File: config.mk
export PLATFORM = sky130hd
export DESIGN_NAME = brt_transceiver
export DESIGN_NICKNAME = d
export VERILOG_FILES = /design/src/verilog/brt_transceiver.v
export VERILOG_INCLUDE_DIRS = /design/src /design/src/verilog
export SDC_FILE = /design/constraint.sdc
export NUM_CORES = 1
export LEC_CHECK = 0
export BUFFER_PORTS_ARGS = -buffer_cell sky130_fd_sc_hd__buf_2
export CORE_AREA = 2 2 127 129
export CTS_BUF_LIST = sky130_fd_sc_hd__clkbuf_16
export DETAILED_ROUTE_END_ITERATION = 10
export DIE_AREA = 0 0 129 131
export MAX_ROUTING_LAYER = met4
export PLACE_DENSITY = 0.77
export SETUP_SLACK_MARGIN = 0.4
export SLEW_MARGIN = 20
export SYNTH_ARGS = -nofsm -noshare
export SYNTH_HDL_FRONTEND = slang
export SYNTH_SLANG_ARGS = --single-unit
File: constraint.sdc
create_clock -name MCLK -period 1.6 [get_ports MCLK]
set_input_delay 0 -clock MCLK [delete_from_list [all_inputs] [get_ports MCLK]]
set_output_delay 0 -clock MCLK [all_outputs]
set_load 0.02 [all_outputs]
File: src/verilog/brt_defs.vh
// Constants for the 18-bit registered bus transceiver.
// Assumes one clock and an APB master that keeps to APB signalling.
`ifndef BRT_DEFS_VH
`define BRT_DEFS_VH

`define BRT_WIDTH          18
`define BRT_ADDR_W         12
`define BRT_DATA_W         32

`define BRT_ADDR_CTRL      12'h000
`define BRT_ADDR_STATUS    12'h004
`define BRT_ADDR_DATA_AB   12'h008
`define BRT_ADDR_DATA_BA   12'h00C

`define BRT_CTRL_HOLD_A    0
`define BRT_CTRL_HOLD_B    1
`define BRT_CTRL_RESET     2'h0

`define BRT_ST_LOADED_AB   0
`define BRT_ST_LOADED_BA   1
`define BRT_ST_DRIVE_B     2
`define BRT_ST_DRIVE_A     3
`define BRT_ST_TRANSP_AB   4
`define BRT_ST_TRANSP_BA   5

`define BRT_ZERO_DATA      32'h0000_0000
`define BRT_ZERO_BITS      18'h0_0000

`endif

File: src/verilog/brt_transceiver.v
// Top of the 18-bit registered bus transceiver, all pins sampled on MCLK.
// Assumes pins come from outside the clock domain; the bench resolves
// each three-state pin from its output and output enable.
//
// Chosen here: the APB slave port and the address map.
`timescale 1ns/1ps
`include "brt_defs.vh"

module brt_transceiver (
    input  wire                       MCLK,
    input  wire                       RST_N,
    input  wire                       PSEL,
    input  wire                       PENABLE,
    input  wire                       PWRITE,
    input  wire [`BRT_ADDR_W-1:0]     PADDR,
    input  wire [`BRT_DATA_W-1:0]     PWDATA,
    output reg  [`BRT_DATA_W-1:0]     PRDATA,
    output wire                       PREADY,
    output reg                        PSLVERR,
    input  wire                       A_TO_B_OUT_ENABLE,
    input  wire                       B_TO_A_OUT_ENABLE_N,
    input  wire                       A_TO_B_LATCH_ENABLE,
    input  wire                       B_TO_A_LATCH_ENABLE,
    input  wire                       A_TO_B_CLOCK,
    input  wire                       B_TO_A_CLOCK,
    input  wire [`BRT_WIDTH-1:0]      A_IN,
    input  wire [`BRT_WIDTH-1:0]      A_DRIVEN,
    output reg  [`BRT_WIDTH-1:0]      A_OUT,
    output reg  [`BRT_WIDTH-1:0]      A_OE,
    input  wire [`BRT_WIDTH-1:0]      B_IN,
    input  wire [`BRT_WIDTH-1:0]      B_DRIVEN,
    output reg  [`BRT_WIDTH-1:0]      B_OUT,
    output reg  [`BRT_WIDTH-1:0]      B_OE
);

    ////////////////////////////////////////////////////////////////////////////
    // Pin synchronisers: two flops before any logic looks at a bus or direction-control pin.
    reg [5:0]               ctl_s1_q;
    reg [5:0]               ctl_s2_q;
    reg [`BRT_WIDTH-1:0]    a_s1_q;
    reg [`BRT_WIDTH-1:0]    a_s2_q;
    reg [`BRT_WIDTH-1:0]    b_s1_q;
    reg [`BRT_WIDTH-1:0]    b_s2_q;
    reg [`BRT_WIDTH-1:0]    adrv_s1_q;
    reg [`BRT_WIDTH-1:0]    adrv_s2_q;
    reg [`BRT_WIDTH-1:0]    bdrv_s1_q;
    reg [`BRT_WIDTH-1:0]    bdrv_s2_q;

    always @(posedge MCLK) begin
        ctl_s1_q  <= {B_TO_A_CLOCK, A_TO_B_CLOCK, B_TO_A_LATCH_ENABLE,
                      A_TO_B_LATCH_ENABLE, B_TO_A_OUT_ENABLE_N, A_TO_B_OUT_ENABLE};
        ctl_s2_q  <= ctl_s1_q;
        a_s1_q    <= A_IN;
        a_s2_q    <= a_s1_q;
        b_s1_q    <= B_IN;
        b_s2_q    <= b_s1_q;
        adrv_s1_q <= A_DRIVEN;
        adrv_s2_q <= adrv_s1_q;
        bdrv_s1_q <= B_DRIVEN;
        bdrv_s2_q <= bdrv_s1_q;
    end

    wire oe_ab   = ctl_s2_q[0];
    wire oe_ba_n = ctl_s2_q[1];
    wire le_ab   = ctl_s2_q[2];
    wire le_ba   = ctl_s2_q[3];
    wire clk_ab  = ctl_s2_q[4];
    wire clk_ba  = ctl_s2_q[5];

    ////////////////////////////////////////////////////////////////////////////
    // Software-visible control: bus-hold enable per port.
    reg [1:0] ctrl_q;

    ////////////////////////////////////////////////////////////////////////////
    // Bus hold: a released input bit keeps its last driven level.
    reg  [`BRT_WIDTH-1:0] a_keep_q;
    reg  [`BRT_WIDTH-1:0] b_keep_q;
    wire [`BRT_WIDTH-1:0] a_eff;
    wire [`BRT_WIDTH-1:0] b_eff;

    genvar gi;
    generate
        for (gi = 0; gi < `BRT_WIDTH; gi = gi + 1) begin : g_hold
            always @(posedge MCLK) begin
                if (adrv_s2_q[gi]) begin
                    a_keep_q[gi] <= a_s2_q[gi];
                end
                if (bdrv_s2_q[gi]) begin
                    b_keep_q[gi] <= b_s2_q[gi];
                end
            end
            assign a_eff[gi] = (ctrl_q[`BRT_CTRL_HOLD_A] && !adrv_s2_q[gi]) ? a_keep_q[gi] : a_s2_q[gi];
            assign b_eff[gi] = (ctrl_q[`BRT_CTRL_HOLD_B] && !bdrv_s2_q[gi]) ? b_keep_q[gi] : b_s2_q[gi];
        end
    endgenerate

    ////////////////////////////////////////////////////////////////////////////
    // Clock edge detection on the synchronised direction clocks.
    reg  clk_ab_q;
    reg  clk_ba_q;
    wire rise_ab = clk_ab && !clk_ab_q;
    wire rise_ba = clk_ba && !clk_ba_q;

    always @(posedge MCLK) begin
        if (!RST_N) begin
            clk_ab_q <= 1'b1;
            clk_ba_q <= 1'b1;
        end else begin
            clk_ab_q <= clk_ab;
            clk_ba_q <= clk_ba;
        end
    end

    ////////////////////////////////////////////////////////////////////////////
    // Storage elements: one latch/flip-flop per bit, never reset.
    reg  [`BRT_WIDTH-1:0] store_ab_q;
    reg  [`BRT_WIDTH-1:0] store_ba_q;
    wire                  load_ab = le_ab || rise_ab;
    wire                  load_ba = le_ba || rise_ba;

    always @(posedge MCLK) begin
        if (load_ab) begin
            store_ab_q <= a_eff;
        end
        if (load_ba) begin
            store_ba_q <= b_eff;
        end
    end

    // Loaded flags only report whether the storage has seen data yet.
    reg loaded_ab_q;
    reg loaded_ba_q;

    always @(posedge MCLK) begin
        if (!RST_N) begin
            loaded_ab_q <= 1'b0;
            loaded_ba_q <= 1'b0;
        end else begin
            if (load_ab) begin
                loaded_ab_q <= 1'b1;
            end
            if (load_ba) begin
                loaded_ba_q <= 1'b1;
            end
        end
    end

    ////////////////////////////////////////////////////////////////////////////
    // Output stage: data from flops, output enables held off during reset.
    always @(posedge MCLK) begin
        if (load_ab) begin
            B_OUT <= a_eff;
        end
        if (load_ba) begin
            A_OUT <= b_eff;
        end
    end

    always @(posedge MCLK) begin
        if (!RST_N) begin
            B_OE <= `BRT_ZERO_BITS;
            A_OE <= `BRT_ZERO_BITS;
        end else begin
            B_OE <= {`BRT_WIDTH{oe_ab}};
            A_OE <= {`BRT_WIDTH{!oe_ba_n}};
        end
    end

    ////////////////////////////////////////////////////////////////////////////
    // APB slave: zero wait states, read data captured in the setup cycle.
    wire setup  = PSEL && !PENABLE;
    wire access = PSEL && PENABLE;
    reg  mapped;

    assign PREADY = 1'b1;

    always @* begin
        case (PADDR)
            `BRT_ADDR_CTRL:    mapped = 1'b1;
            `BRT_ADDR_STATUS:  mapped = 1'b1;
            `BRT_ADDR_DATA_AB: mapped = 1'b1;
            `BRT_ADDR_DATA_BA: mapped = 1'b1;
            default:           mapped = 1'b0;
        endcase
    end

    always @(posedge MCLK) begin
        if (!RST_N) begin
            ctrl_q <= `BRT_CTRL_RESET;
        end else if (access && PWRITE && PADDR == `BRT_ADDR_CTRL) begin
            ctrl_q <= PWDATA[1:0];
        end
    end

    always @(posedge MCLK) begin
        if (!RST_N) begin
            PRDATA  <= `BRT_ZERO_DATA;
            PSLVERR <= 1'b0;
        end else if (setup) begin
            PSLVERR <= !mapped;
            PRDATA  <= `BRT_ZERO_DATA;
            if (!PWRITE) begin
                case (PADDR)
                    `BRT_ADDR_CTRL: begin
                        PRDATA[1:0] <= ctrl_q;
                    end
                    `BRT_ADDR_STATUS: begin
                        PRDATA[`BRT_ST_LOADED_AB] <= loaded_ab_q;
                        PRDATA[`BRT_ST_LOADED_BA] <= loaded_ba_q;
                        PRDATA[`BRT_ST_DRIVE_B]   <= oe_ab;
                        PRDATA[`BRT_ST_DRIVE_A]   <= !oe_ba_n;
                        PRDATA[`BRT_ST_TRANSP_AB] <= le_ab;
                        PRDATA[`BRT_ST_TRANSP_BA] <= le_ba;
                    end
                    `BRT_ADDR_DATA_AB: begin
                        PRDATA[`BRT_WIDTH-1:0] <= store_ab_q;
                    end
                    `BRT_ADDR_DATA_BA: begin
                        PRDATA[`BRT_WIDTH-1:0] <= store_ba_q;
                    end
                    default: begin
                        PRDATA <= `BRT_ZERO_DATA;
                    end
                endcase
            end
        end
    end

endmodule // brt_transceiver

==> summary.txt <==
Outcome
  – Status: finished with violations
  – Failing checks: negative hold slack

Clocking
  – Clk sinks: ~260
  – CTS tree: built
  – H-tree Lvls: 1
  – Num CTS Buffers: 25
  – Reg clk slew, reported paths: 0.06 ns
  – Root Driver: clkbuf_16
  – Clock latency on the worst-skew pair: 0.51 ns
  – CTS max path bufs: 3

Global routing
  – Largest net degree at the start of global routing: 30
  – Grt total ovfl: 0
  – First-pass GRT wire length: between 20000 and 25000 um
  – Initial antenna violation count: 0
  – Vias in the first global route: approximately 4700
  – Overall routing resource usage: 18.9%

Routing
  – Post-route ant nets: 0
  – Number of DRC markers in iteration 0: around 160
  – Routed WL: ~16000 um
  – Wirelength per Cell: 16.4 um
  – Via density: around 4.6
  – Number of detailed-route iterations in the first pass: 4
  – DRC Markers: 0
  – Vias: around 4500

Critical path
  – CP required: about 2.0 ns
  – Worst reg2reg path depth: 4
  – Reg2reg start: ctrl_q[1]
  – Worst setup path class: reg2reg
  – CP Launch Type: flop
  – WP data arrival: 1.58 ns
  – RR Endpoint: PRDATA[1]
  – CP Capture Type: flop
  – Slowest stage cell, crit path: mux4_2
  – Crit-path max cell delay: between 0.4 and 0.5 ns
  – Maximum fanout along the worst path: 20
  – Reg2Reg Setup Slack: between 0.4 and 0.5 ns
  – CP endpoint: PRDATA[1]
  – CP Cell Sequence: buf_12 > mux4_2 > inv_1 > o21ai_0
  – Crit. Startpoint: ctrl_q[1]

Synthesis
  – Average cell area after synthesis: between 15 and 20 um^2
  – Synth area leaders: dfxtp_1 (48%), edfxtp_1 (28%), mux2_2 (5.8%)
  – Top_reg_cell synth: dfxtp_1
  – #FFs+latches synth: around 260
  – Mapped Cells: 483
  – Ys async rst share: 0%
  – Yosys warns: 0
  – Cell taking the most area after synthesis: dfxtp_1
  – EDFF count, synth: between 70 and 80
  – Share of the synthesized area in the top cell type: approximately half
  – Area of the mapped netlist: ~7600 um^2
  – Yosys cell types: 33
  – Sequential share of the synthesized area: 76.8%

Timing
  – Period utilisation layout: between 70% and 80%
  – Unrepaired setup endpoints after global routing: true
  – Worst clock skew: roughly 0.015 ns
  – Final hold vios: 1
  – Final max-slew violation count: 0
  – Hold WS: -0.116 ns
  – Setup_tns: 0 ns
  – Min Tclk post-route: about 1.2 ns
  – Fmax: 0.842 GHz
  – Final setup vio count: 0

Floorplan
  – IO Pins: around 230
  – Core footprint: 15600 um^2
  – Die Span Y: roughly 130 um
  – Die Width: 129 um
  – Starting Density: between 40% and 50%
  – Die ar.: around 17000 um^2
  – Row count: 46

Final layout
  – Fill cells: 1056
  – Commonest non-fill, non-tap cell in the layout: buf_2
  – Nets: approximately 870
  – Ant. Diodes: 0
  – Design area: just over 10000 um^2
  – Layout area overhead: 35.7%
  – Most frequent cells in the layout: buf_2 (187), dfxtp_1 (180), dlygate4sd3_1 (85)
  – Share of cells above drive strength 1: between 30% and 40%
  – Non-Filler Instances: 979
  – Util after Layout: 66.0%

Placement
  – Post-DP HPWL: between 9000 and 10000 um
  – Port buffer count: approximately 190
  – Dpl cells: between 800 and 900
  – Placed Area: between 8000 and 9000 um^2
  – RePlAce Congestion: 0.771

Power and ir drop
  – Worst VDD drop: 1.14 mV
  – Leakage: about 0.0044 uW
  – Pwr dens: 1390 nW/um^2

Min path
  – Hold crit path type: in2reg

Flow run
  – Max cap viols: 0
==> cells by family after synthesis <==
kind of cell	Yosys count	share of synthesized area (%)
compound gates	27	2.23
buf+inv	66	6.05
flops	255	76.8
mux	55	8.23
other cells	2	0.0989
simple gates	78	6.64
==> power breakdown <==
part / internal [uW] / switching [uW] / leakage, uW
logic: 396 / 399 / 0.00171
clock network: 3980 / 2350 / 0.000451
registers: 7010 / 149 / 0.00225
==> repair_timing <==
| action | in CTS | in global routing |
|---|---|---|
| pin swaps | 0 | 1 |
| endpoints found under the hold margin | 85 | 3 |
| hold buffers | 84 | 1 |
| gates resized for setup | 3 | 9 |
| endpoints found under the setup margin | 38 | 44 |
| setup buffers | 0 | 1 |
==> how the worst min path moves through the flow <==
stage	startpoint	to	slack (ns)	depth (start not counted)
2_1_floorplan	A_IN[0]	a_s1_q[0]	0.03	0
3_3_place_gp	B_IN[7]	b_s1_q[7]	0.10	1
3_5_place_dp	B_DRIVEN[3]	bdrv_s1_q[3]	0.10	1
4_1_cts	PADDR[5]	PSLVERR	-0.13	4
5_1_grt	PADDR[5]	PSLVERR	-0.13	4
6_report	PADDR[5]	PSLVERR	-0.12	4
==> metal layers <==
| layer | routed length (um) | share of wire, % | track usage, % |
|---|---|---|---|
| met5 | 0 | 0 | - |
| met4 | 478 | 3.0 | 6.65 |
| met3 | 994 | 6.2 | 3.62 |
| met2 | 8350 | 52 | 35.2 |
| met1 | 6210 | 39 | 20.2 |
==> synth_stat cells (3+ instances only) <==
| library cell | n |
|---|---|
| a22oi_1 | 3 |
| edfxtp_1 | 72 |
| buf_2 | 7 |
| o21ai_1 | 8 |
| mux2i_1 | 14 |
| inv_1 | 4 |
| buf_4 | 50 |
| nand2b_1 | 42 |
| nand3_1 | 19 |
| o21ai_0 | 8 |
| mux2_2 | 39 |
| dfxtp_1 | 183 |
| nand2_1 | 4 |
==> worst max-delay path: cells and delay by family (launching register included) <==
family	cells	cell delay, ns
AOI/OAI and AO/OA	1	0.06
buffers and inverters	2	0.23
muxes	1	0.45
DFF	1	0.33
==> layout make-up <==
| cell class | instances | area (um^2) | share of cell area, % |
|---|---|---|---|
| Multi-Input combinational cell | 175 | 1370 | 13.3 |
| Sequential cell | 255 | 5830 | 56.7 |
| Clock inverter | 20 | 283 | 2.75 |
| Tap cell | 216 | 270 | 2.62 |
| Clock buffer | 25 | 626 | 6.08 |
| Timing Repair Buffer | 284 | 1900 | 18.5 |
| Inverter | 4 | 15.0 | 0.146 |
==> stage by stage <==
stage	setup slack (ns)	total power, uW
6_report	0.413	14300
3_5_place_dp	0.341	7920
5_1_grt	0.374	14800
4_1_cts	0.396	14400
2_1_floorplan	0.418	7670
3_3_place_gp	0.408	7890
==> flip-flops by register name, indices dropped and copies added, names as in the netlist, 2 cells and up <==
name	count
bdrv_s1_q	18
PRDATA	18
b_s2_q	18
B_OUT	18
a_keep_q	18
ctl_s1_q	6
a_s2_q	18
a_s1_q	18
ctl_s2_q	6
A_OUT	18
adrv_s1_q	18
ctrl_q	2
adrv_s2_q	18
b_keep_q	18
b_s1_q	18
bdrv_s2_q	18
Power figures use the tool's default switching activity.
